[config.mk]
export PLATFORM = sky130hd
export DESIGN_NAME = uarx_receiver
export DESIGN_NICKNAME = d
export VERILOG_FILES = /design/src/core/uarx_sync.v /design/src/core/uarx_fifo.v /design/src/core/uarx_receiver.v
export VERILOG_INCLUDE_DIRS = /design/src /design/src/core
export SDC_FILE = /design/constraint.sdc
export NUM_CORES = 1
export LEC_CHECK = 0
export BUFFER_PORTS_ARGS = -buffer_cell sky130_fd_sc_hd__buf_4
export CORE_ASPECT_RATIO = 1.2
export CORE_MARGIN = 3
export CORE_UTILIZATION = 45
export DETAILED_ROUTE_END_ITERATION = 10
export PLACE_DENSITY = 0.62
export SLEW_MARGIN = 20
export SYNTH_ARGS = -nofsm -noshare
export SYNTH_HDL_FRONTEND = slang
export SYNTH_SLANG_ARGS = --single-unit
[constraint.sdc]
create_clock -name clk_sys -period 4.8 [get_ports clk_sys]
set_clock_uncertainty 0.05 [all_clocks]
set_input_delay 0.72 -clock clk_sys [delete_from_list [all_inputs] [get_ports clk_sys]]
set_output_delay 0.72 -clock clk_sys [all_outputs]
set_load 0.05 [all_outputs]
[src/core/uarx_consts.vh]
// uarx_consts.vh: constants for the asynchronous uart receiver
// assumes inclusion by bare name from the fifo and receiver design files
`ifndef UARX_CONSTS_VH
`define UARX_CONSTS_VH
`define UARX_MODE_8N 4'h0
`define UARX_MODE_7N 4'h1
`define UARX_MODE_ODD 4'h2
`define UARX_MODE_EVEN 4'h3
`define UARX_MODE_ADDR 4'h4
`define UARX_NS_LAST 5'h0F
`define UARX_HS_LAST 5'h03
`define UARX_CNT_EARLY1 5'h00
`define UARX_CNT_EARLY2 5'h01
`define UARX_CNT_S7 5'h06
`define UARX_CNT_S8 5'h07
`define UARX_CNT_S9 5'h08
`define UARX_HS_MID 5'h01
`define UARX_BITS_8 4'h8
`define UARX_BITS_7 4'h7
`define UARX_BITS_9 4'h9
`define UARX_FIFO_DEPTH 2'h2
`endif

[src/core/uarx_sync.v]
// uarx_sync.v: two-stage synchroniser for the receive pin
// assumes the pin is asynchronous to clk_sys
`timescale 1ns/1ps
module uarx_sync (
  input wire clk_sys,
  input wire rst,
  input wire din,
  output reg dout
);
  reg meta_r;
  always @(posedge clk_sys) begin
    if (rst) begin
      meta_r <= 1'b1;
      dout <= 1'b1;
    end else begin
      meta_r <= din;
      dout <= meta_r;
    end
  end
endmodule // uarx_sync

[src/core/uarx_fifo.v]
// uarx_fifo.v: two-entry receive fifo holding data plus two error flags
// assumes push is ignored by the caller when full; flush empties at once
`timescale 1ns/1ps
`include "uarx_consts.vh"
module uarx_fifo (
  input wire clk_sys,
  input wire rst,
  input wire flush,
  input wire push,
  input wire [9:0] pushData,
  input wire pop,
  output wire [9:0] topData,
  output wire empty,
  output wire full
);
  reg [9:0] mem [0:1];
  reg wrPtr_r;
  reg rdPtr_r;
  reg [1:0] count_r;
  wire doPush;
  wire doPop;
  assign empty = (count_r == 2'h0);
  assign full = (count_r == `UARX_FIFO_DEPTH);
  assign doPush = push && !full;
  assign doPop = pop && !empty;
  assign topData = empty ? 10'h000 : mem[rdPtr_r];
  always @(posedge clk_sys) begin
    if (doPush) begin
      mem[wrPtr_r] <= pushData;
    end
  end
  always @(posedge clk_sys) begin
    if (rst || flush) begin
      wrPtr_r <= 1'b0;
      rdPtr_r <= 1'b0;
      count_r <= 2'h0;
    end else begin
      if (doPush) begin
        wrPtr_r <= ~wrPtr_r;
      end
      if (doPop) begin
        rdPtr_r <= ~rdPtr_r;
      end
      if (doPush && !doPop) begin
        count_r <= count_r + 2'h1;
      end else if (doPop && !doPush) begin
        count_r <= count_r - 2'h1;
      end
    end
  end
endmodule // uarx_fifo

[src/core/uarx_receiver.v]
// uarx_receiver.v: asynchronous uart receiver with fifo, errors, address mode
// assumes baudTick pulses once per baud generator clock, on clk_sys
`timescale 1ns/1ps
`include "uarx_consts.vh"
module uarx_receiver (
  input wire clk_sys,
  input wire rst,
  input wire rxPin,
  input wire baudTick,
  input wire highSpeed,
  input wire [3:0] mode,
  input wire moduleEnable,
  input wire receiveEnable,
  input wire receivePolarityInvert,
  input wire runOnOverflow,
  input wire framingErrorIrqEnable,
  input wire parityErrorIrqEnable,
  input wire fifoOverflowIrqEnable,
  input wire [7:0] receiverAddress,
  input wire [7:0] receiverAddressMask,
  input wire receiveDataRead,
  input wire fifoOverflowClear,
  output reg [7:0] receiveDataRegister,
  output wire receiveCharFlag,
  output wire dmaRequest,
  output wire framingErrorFlag,
  output wire parityErrorFlag,
  output reg fifoOverflowFlag,
  output wire summaryErrorFlag,
  output reg busy
);
  localparam ST_IDLE = 2'h0;
  localparam ST_START = 2'h1;
  localparam ST_DATA = 2'h2;
  localparam ST_STOP = 2'h3;

  reg [1:0] state_r;
  reg [4:0] tickCnt_r;
  reg [2:0] samp_r;
  reg earlyLow_r;
  reg [3:0] bitCnt_r;
  reg [8:0] receiveShiftRegister_r;
  reg lineLast_r;
  reg addrMatched_r;
  reg push;
  reg [9:0] pushData;
  reg ovfSet;
  wire rxSync;
  wire line;
  wire rxOn;
  wire [9:0] topData;
  wire fifoEmpty;
  wire fifoFull;
  wire suppress;
  wire [4:0] lastTick;
  wire sampleBit;
  wire stalled;

  function maj3;
    input [2:0] s;
    begin
      maj3 = (s[0] & s[1]) | (s[0] & s[2]) | (s[1] & s[2]);
    end
  endfunction

  function [3:0] dataBits;
    input [3:0] m;
    begin
      case (m)
        `UARX_MODE_7N: dataBits = `UARX_BITS_7;
        `UARX_MODE_ODD, `UARX_MODE_EVEN, `UARX_MODE_ADDR: dataBits = `UARX_BITS_9;
        default: dataBits = `UARX_BITS_8;
      endcase
    end
  endfunction

  ////////////////////////////////////////////////////////////////////////////
  // line conditioning

  uarx_sync u_sync (
    .clk_sys(clk_sys),
    .rst(rst),
    .din(rxPin),
    .dout(rxSync)
  );

  assign line = rxSync ^ receivePolarityInvert;
  assign rxOn = moduleEnable && receiveEnable;
  assign stalled = fifoOverflowFlag && !runOnOverflow;
  assign lastTick = highSpeed ? `UARX_HS_LAST : `UARX_NS_LAST;
  assign sampleBit = highSpeed ? samp_r[1] : maj3(samp_r);

  ////////////////////////////////////////////////////////////////////////////
  // data recovery

  always @(posedge clk_sys) begin
    if (rst || !rxOn) begin
      state_r <= ST_IDLE;
      tickCnt_r <= 5'h00;
      samp_r <= 3'h7;
      earlyLow_r <= 1'b0;
      bitCnt_r <= 4'h0;
      receiveShiftRegister_r <= 9'h000;
      lineLast_r <= 1'b1;
      busy <= 1'b0;
    end else begin
      lineLast_r <= line;
      case (state_r)
        ST_IDLE: begin
          busy <= 1'b0;
          if (lineLast_r && !line && !stalled) begin
            state_r <= ST_START;
            tickCnt_r <= 5'h00;
            earlyLow_r <= highSpeed;
            busy <= 1'b1;
          end
        end
        ST_START: begin
          if (baudTick) begin
            tickCnt_r <= tickCnt_r + 5'h01;
            if (!highSpeed && tickCnt_r == `UARX_CNT_EARLY1) begin
              earlyLow_r <= !line;
            end
            if (!highSpeed && tickCnt_r == `UARX_CNT_EARLY2 && earlyLow_r == 1'b0
                && line) begin
              state_r <= ST_IDLE;
            end
            if (!highSpeed && tickCnt_r == `UARX_CNT_S7) samp_r[0] <= line;
            if (!highSpeed && tickCnt_r == `UARX_CNT_S8) samp_r[1] <= line;
            if (!highSpeed && tickCnt_r == `UARX_CNT_S9) samp_r[2] <= line;
            if (highSpeed && tickCnt_r == `UARX_HS_MID) samp_r[1] <= line;
            if (tickCnt_r == lastTick) begin
              tickCnt_r <= 5'h00;
              if (sampleBit) begin
                state_r <= ST_IDLE;
              end else begin
                state_r <= ST_DATA;
                bitCnt_r <= 4'h0;
              end
            end
          end
        end
        ST_DATA, ST_STOP: begin
          if (baudTick) begin
            tickCnt_r <= tickCnt_r + 5'h01;
            if (!highSpeed && tickCnt_r == `UARX_CNT_S7) samp_r[0] <= line;
            if (!highSpeed && tickCnt_r == `UARX_CNT_S8) samp_r[1] <= line;
            if (!highSpeed && tickCnt_r == `UARX_CNT_S9) samp_r[2] <= line;
            if (highSpeed && tickCnt_r == `UARX_HS_MID) samp_r[1] <= line;
            if (tickCnt_r == lastTick) begin
              tickCnt_r <= 5'h00;
              if (state_r == ST_STOP) begin
                state_r <= ST_IDLE;
              end else begin
                // lsb first: shift right, top aligned then fixed at push
                receiveShiftRegister_r <= {sampleBit, receiveShiftRegister_r[8:1]};
                bitCnt_r <= bitCnt_r + 4'h1;
                if (bitCnt_r + 4'h1 == dataBits(mode)) begin
                  state_r <= ST_STOP;
                end
              end
            end
          end
        end
        default: state_r <= ST_IDLE;
      endcase
    end
  end

  ////////////////////////////////////////////////////////////////////////////
  // character completion, parity, address filter

  wire charDone;
  wire stopBit;
  wire [8:0] aligned;
  wire [7:0] dataByte;
  wire ninth;
  wire parityErr;
  wire isAddrMode;
  wire addrHit;
  assign charDone = (state_r == ST_STOP) && baudTick && (tickCnt_r == lastTick) && rxOn;
  assign stopBit = sampleBit;
  assign aligned = (mode == `UARX_MODE_7N) ? {2'h0, receiveShiftRegister_r[8:2]} :
                   (dataBits(mode) == `UARX_BITS_9) ? receiveShiftRegister_r :
                   {1'b0, receiveShiftRegister_r[8:1]};
  assign dataByte = aligned[7:0];
  assign ninth = aligned[8];
  assign isAddrMode = (mode == `UARX_MODE_ADDR);
  assign parityErr = (mode == `UARX_MODE_EVEN) ? ^aligned :
                     (mode == `UARX_MODE_ODD) ? ~^aligned : 1'b0;
  assign addrHit = (((dataByte ^ receiverAddress) & receiverAddressMask) == 8'h00);

  always @* begin
    push = 1'b0;
    ovfSet = 1'b0;
    pushData = {!stopBit, isAddrMode ? ninth : parityErr, dataByte};
    if (charDone) begin
      if (!isAddrMode || (ninth ? addrHit : addrMatched_r)) begin
        if (fifoFull || fifoOverflowFlag) begin
          ovfSet = 1'b1;
        end else begin
          push = 1'b1;
        end
      end
    end
  end

  always @(posedge clk_sys) begin
    if (rst || !rxOn) begin
      addrMatched_r <= 1'b0;
    end else if (charDone && isAddrMode && ninth) begin
      addrMatched_r <= addrHit;
    end
  end

  always @(posedge clk_sys) begin
    if (rst || !moduleEnable) begin
      fifoOverflowFlag <= 1'b0;
    end else if (ovfSet) begin
      fifoOverflowFlag <= 1'b1; // set wins over clear
    end else if (fifoOverflowClear) begin
      fifoOverflowFlag <= 1'b0;
    end
  end

  ////////////////////////////////////////////////////////////////////////////
  // fifo and status

  uarx_fifo u_fifo (
    .clk_sys(clk_sys),
    .rst(rst),
    .flush(!moduleEnable),
    .push(push),
    .pushData(pushData),
    .pop(receiveDataRead),
    .topData(topData),
    .empty(fifoEmpty),
    .full(fifoFull)
  );

  always @(posedge clk_sys) begin
    if (rst) begin
      receiveDataRegister <= 8'h00;
    end else if (receiveDataRead && !fifoEmpty) begin
      receiveDataRegister <= topData[7:0];
    end
  end

  assign framingErrorFlag = topData[9];
  assign parityErrorFlag = topData[8];
  assign suppress = (framingErrorFlag && framingErrorIrqEnable) ||
                    (parityErrorFlag && parityErrorIrqEnable);
  assign receiveCharFlag = !fifoEmpty && !suppress;
  assign dmaRequest = receiveCharFlag;
  assign summaryErrorFlag = suppress || (fifoOverflowFlag && fifoOverflowIrqEnable);
endmodule // uarx_receiver

==> flow_summary_export.csv, run 1 <==
group,metric,value,unit
cts,cts_resized,0,
drt,wl,7.83,mm
cts,clk_latency,0.34,ns
cts,path_clk_slew,0.07,ns
drt,antenna_left,0,
worst_setup_path,cpMostUsedCell,"or3_1",
floorplan,rows,34,
worst_setup_path,worstSetupPathType,"in2reg",
worst_setup_path,critPathMaxStageDelay,0.49,ns
cts,clock_sinks,63,
place,dpl_cell_area,0.00393,mm2
global_routing,grt_use_total,18.0,%
global_routing,grt_max_degree,23,
worst_setup_path,cp_slowest_cell,"or3b_1",
place,io_buffers,48,
layout,num_antenna_cells,0,
cts,htreeDepth,3,
synth,async_flop_share,0,%
cts,cts_tree,"yes",
global_routing,first_global_vias,2748,
cts,cts_root_buf,"clkbuf_8",
timing,fin_crit_sh,71.7,%
worst_setup_path,crit_chain,"buf_4, or3b_1, and2_4, o221ai_1, nand3_1, or3_1, o41ai_1, and2_1, ha_1, or3_1, a21oi_1",
worst_setup_path,worst-path-buf-inv,1,
synth,yosys.area.top_type,"dfxtp_1",
timing,finalSetupViolCount,0,
synth,netlist.area_leader.share,24.1,%
synth,synthDistinctLibCells,70,
worst_setup_path,cp.arrival,3.66,ns
synth,yosys-top-cells-area,"dfxtp_1 (24%), edfxtp_1 (17%), nor2_1 (5.0%)",
pwr,power.leakage,1.54,nW
floorplan,dieWidth,87.3,um
drt,dr.first_iter.drc_count,145,
place,hpwl,5.91,mm
synth,syn_area_per_cell,9.18,um2
place,globalplace.congestion,0.888,
layout,design_area,0.00416,mm2
floorplan,core,0.00749,mm2
worst_setup_path,worst_ep_required_time,5.02,ns
timing,fmax,291,MHz
drt,num_vias,2906,
layout,utilization,55.5,%
layout,final_common_cell,"buf_4",
timing,drv_slew,0,
cts,cts_buffers,9,
global_routing,grt-ovfl-total,0,
layout,area_delta_synth_final,16.4,%
worst_setup_path,path_max_fanout,10,
synth,ys_seq_elements,63,
hold_path,hp-class,"reg2reg",
timing,setup_tns,0,ns
synth,netlist_instances,389,
synth,ys_seq_area_share,40.9,%
flow_run,cap_violations,0,
synth,synth-edff-count,20,
synth,syn_area,0.00357,mm2
cts,clk_path_buf_depth,2,
layout,final_cell_mix,"buf_4 (50), nor2_1 (48), dfxtp_1 (43)",
floorplan,die_area,0.00905,mm2
timing,finalCriticalPeriod,3.44,ns
synth,syn_nets,429,
status,run_status,"finished clean",
timing,slew_headroom,50.1,%
floorplan,ioPinCount,49,
timing,hold_viol_final,0,
drt,viasPerCell,5.60,
global_routing,antenna_found_initial,0,
worst_setup_path,crit_family,"simple AND/OR/NAND/NOR gates",
drt,routedWlPerCell,15.1,um
synth,yosys_warnings,0,
global_routing,grt_first_pass_wirelength,13.0,mm
drt,drt_first_pass_iters,4,
layout,nets,464,
worst_setup_path,cp-end-kind,"flop",
drt,route.detailed.drc,0,
synth,synth_ff_type,"dfxtp_1",
cts,postCtsSetupBuffers,0,
floorplan,initial_core_util,47.7,%
timing,worst_pin_slew,0.746,ns
pwr,powerDensity,285,mW/mm2
floorplan,die_h,104,um
cts,hold_buffers,0,
layout,drive_above_1_share,19.1,%
timing,rsz0062_at_grt,"no",
pwr,ir_drop,0.160,mV
worst_setup_path,critPathLaunchType,"input port",
[per-layer routing]
metal	vias up	GRT usage (%)	wire [um]
li1	1484	-	-
met3	15	4.37	329
met1	1354	23.5	3510
met2	53	27.8	3820
met5	-	0	0
met4	0	7.68	167
[layout make-up]
class,instances,area [um2]
fill,699,3330
multi-input combinational,286,1930
sequential,63,1460
timing repair buffer,50,375
clock buffer,12,176
tap,90,113
inverter,14,52.6
clock inverter,4,50.0
[sequential cells by signal, indices dropped and copies added (netlist names), named ones only]
signal                  count
earlyLow_r                  1
u_fifo.wrPtr_r              1
lineLast_r                  1
receiveShiftRegister_r      9
u_sync.dout                 1
u_fifo.mem                 20
samp_r                      3
state_r                     1
u_sync.meta_r               1
addrMatched_r               1
tickCnt_r                   5
busy                        1
u_fifo.rdPtr_r              1
fifoOverflowFlag            1
u_fifo.count_r              2
receiveDataRegister         8
bitCnt_r                    4
[cells in the mapped netlist, types with 4 or more instances]
master     n
inv_1     14
clkbuf_1  14
xor2_1    10
nand2_1   24
o21ai_0   18
mux2i_1   17
o22ai_1    5
edfxtp_1  20
nor2b_1    6
buf_2      5
nand3b_1   4
a211oi_1   9
o22a_1     5
nor2_1    48
o211ai_1   5
or3_1      4
xnor2_1   14
dfxtp_1   43
nand3_1    9
nor3_1     5
a21oi_1   23
nand2b_1   4
ha_1       6
[through the flow]
stage | hold WS [ns] | total power [mW] | std cells | setup WS [ns]
2_1_floorplan | 0.339 | 0.644 | 389 | 1.16
4_1_cts | 0.365 | 1.19 | 519 | 1.37
5_1_grt | 0.393 | 1.23 | 519 | 1.25
3_3_place_gp | 0.340 | 0.683 | 503 | 1.05
6_report | 0.360 | 1.18 | 519 | 1.36
3_5_place_dp | 0.352 | 0.685 | 503 | 1.02
[logic make-up after synthesis]
logic type	synth area share, %
and+or+nand+nor	19.9
AOI/OAI and AO/OA	19.5
DFF	40.9
buffers and inverters	5.11
xor gates and xnor gates	7.15
muxes	5.39
adders and majority gates	2.10
[path summary, 6_finish.rpt]
check,startpoint,to,slack (ns),cells after the start
max reg2reg,receiveShiftRegister_r[6],u_fifo.count_r[1],1.46,10
max,mode[0],u_fifo.count_r[1],1.36,11
min,u_sync.meta_r,u_sync.dout,0.36,1
min reg2reg,u_sync.meta_r,u_sync.dout,0.36,1
[where the power goes]
part / internal [mW] / switching, mW / leakage [nW] / total (mW)
Sequential: 0.551 / 0.00149 / 0.520 / 0.552
Clock: 0.299 / 0.210 / 0.111 / 0.509
Combinational: 0.0601 / 0.0609 / 0.905 / 0.121
No activity file was read; power rests on OpenSTA's default activity.
==> run 2, diff against run 1 <==
Settings changed: PLACE_DENSITY 0.62 to 0.64.
Clock period 4.8 ns to 3 ns, I/O delays scaled along.
==> run 2 against run 1 <==
Against the previous run: flip-flop and latch count unchanged; worst setup slack worse by 1.3 ns; design area up 12%; die area unchanged; non-clock buffer count up 52; cell count up 10%; register-to-register slack worse by 1.4 ns; sequential power up 60%; power up 58%; first-iteration DRC count down 13%; combinational power up 100%; critical path type is now reg2reg.
==> flow_summary_export.csv, run 2 (synthesis gave the netlist of run 1 again) <==
group,metric,value,unit
layout,drive_above_1_share,31.4,%
timing,worst_pin_slew,0.773,ns
cts,hold_buffers,0,
layout,area_delta_synth_final,30.1,%
global_routing,grt-ovfl-total,0,
worst_setup_path,path_max_fanout,3,
place,placedCellCount,554,
place,preCtsSetupSlack,-0.269,ns
layout,top_regs,"u_fifo.mem: 20 flops, receiveShiftRegister_r: 9 flops, receiveDataRegister: 8 flops",
timing,finalCriticalPeriod,2.91,ns
global_routing,grt_use_total,19.6,%
cts,clk_path_buf_depth,2,
drt,route.detailed.drc,0,
layout,nets,516,
timing,slew_headroom,48.3,%
worst_setup_path,cp-end-kind,"flop",
floorplan,die_area,0.00905,mm2
place,dpl_cell_area,0.00440,mm2
worst_setup_path,cp.arrival,3.15,ns
timing,timing.final.ws_setup,0.0892,ns
drt,wl,8.66,mm
global_routing,grt_first_pass_wirelength,14.2,mm
global_routing,first_global_vias,3098,
flow_run,cap_violations,0,
floorplan,ioPinCount,49,
timing,fmax,344,MHz
worst_setup_path,worstSetupPathType,"reg2reg",
layout,final_cell_mix,"buf_4 (99), nor2_1 (47), dfxtp_1 (43)",
layout,design_area,0.00465,mm2
floorplan,core,0.00749,mm2
drt,num_vias,3140,
place,hpwl,6.73,mm
worst_setup_path,critPathLaunchType,"flop",
cts,htreeDepth,3,
layout,regMostFlops,"u_fifo.mem",
pwr,power.leakage,1.82,nW
hold_path,min_path_cells,2,
cts,cts_tree,"yes",
drt,antenna_left,0,
timing,hold_viol_final,0,
timing,setup_tns,0,ns
cts,clk_latency,0.35,ns
worst_setup_path,worst_ep_required_time,3.24,ns
pwr,powerDensity,403,mW/mm2
timing,holdWs,0.225,ns
cts,clock_sinks,63,
place,globalplace.congestion,0.889,
timing,finalSetupViolCount,0,
timing,drv_slew,0,
floorplan,die_h,104,um
layout,largest_register_ffs,20,
cts,cts_root_buf,"clkbuf_8",
pwr,ir_drop,0.276,mV
floorplan,initial_core_util,47.7,%
status,run_status,"finished clean",
drt,viasPerCell,5.50,
global_routing,grt_max_degree,23,
drt,routedWlPerCell,15.2,um
layout,nFillCells,650,
layout,utilization,62.1,%
drt,drt_first_pass_iters,5,
pwr,finalPower,1.87,mW
floorplan,rows,34,
global_routing,antenna_found_initial,0,
hold_path,hp-class,"in2reg",
place,io_buffers,48,
cts,cts_buffers,9,
cts,path_clk_slew,0.08,ns
worst_setup_path,rr_worst_depth,10,
layout,final_common_cell,"buf_4",
floorplan,dieWidth,87.3,um
layout,instances_no_fill,571,
timing,fin_crit_sh,97.0,%
layout,num_antenna_cells,0,
drt,dr.first_iter.drc_count,126,
## run 2: timing repair
action	CTS	global route
setup endpoints to repair	0	1
gates resized for setup	0	8
buffers inserted	0	1
hold endpoints to repair	0	0
## run 2: final timing paths
| check | start | to | slack (ns) |
|---|---|---|---|
| setup / recovery | receiveShiftRegister_r[6] | u_fifo.count_r[1] | 0.09 |
| hold / removal | rxPin | u_sync.meta_r | 0.23 |
| setup reg to reg | receiveShiftRegister_r[6] | u_fifo.count_r[1] | 0.09 |
| hold reg to reg | u_sync.meta_r | u_sync.dout | 0.37 |
## run 2: routing by layer
metal / global-route usage (%) / vias to the layer above / wire length, um
li1: - / 1593 / -
met1: 24.3 / 1470 / 3770
met2: 33.0 / 68 / 4350
met3: 4.45 / 9 / 424
met4: 6.25 / 0 / 117
met5: 0 / - / 0
## run 2: worst max-delay path, cell delays in order, from the launching register on
cell,delay (ns)
dfxtp_1,0.32
or4b_2,0.67
o221ai_2,0.10
a21boi_2,0.10
xor2_1,0.14
and2_0,0.19
o41ai_2,0.39
and2_4,0.21
ha_4,0.20
or3_1,0.34
a21oi_1,0.12
## run 2: area by class of cell
class                      instances  area, um2  share of cell area [%]
clock buffer                       9        124                    2.67
clock inverter                     7       71.3                    1.53
inverter                          14       52.6                    1.13
multi-input combinational        286       2020                    43.5
sequential                        63       1460                    31.4
tap                               90        113                    2.42
timing repair buffer             102        803                    17.3
## run 2: power by group
group	leakage [nW]	switching (mW)	internal, mW	total [mW]
Clock	0.0999	0.359	0.385	0.744
Combinational	1.20	0.112	0.133	0.244
Sequential	0.520	0.00268	0.881	0.884
Total	1.82	0.473	1.40	1.87
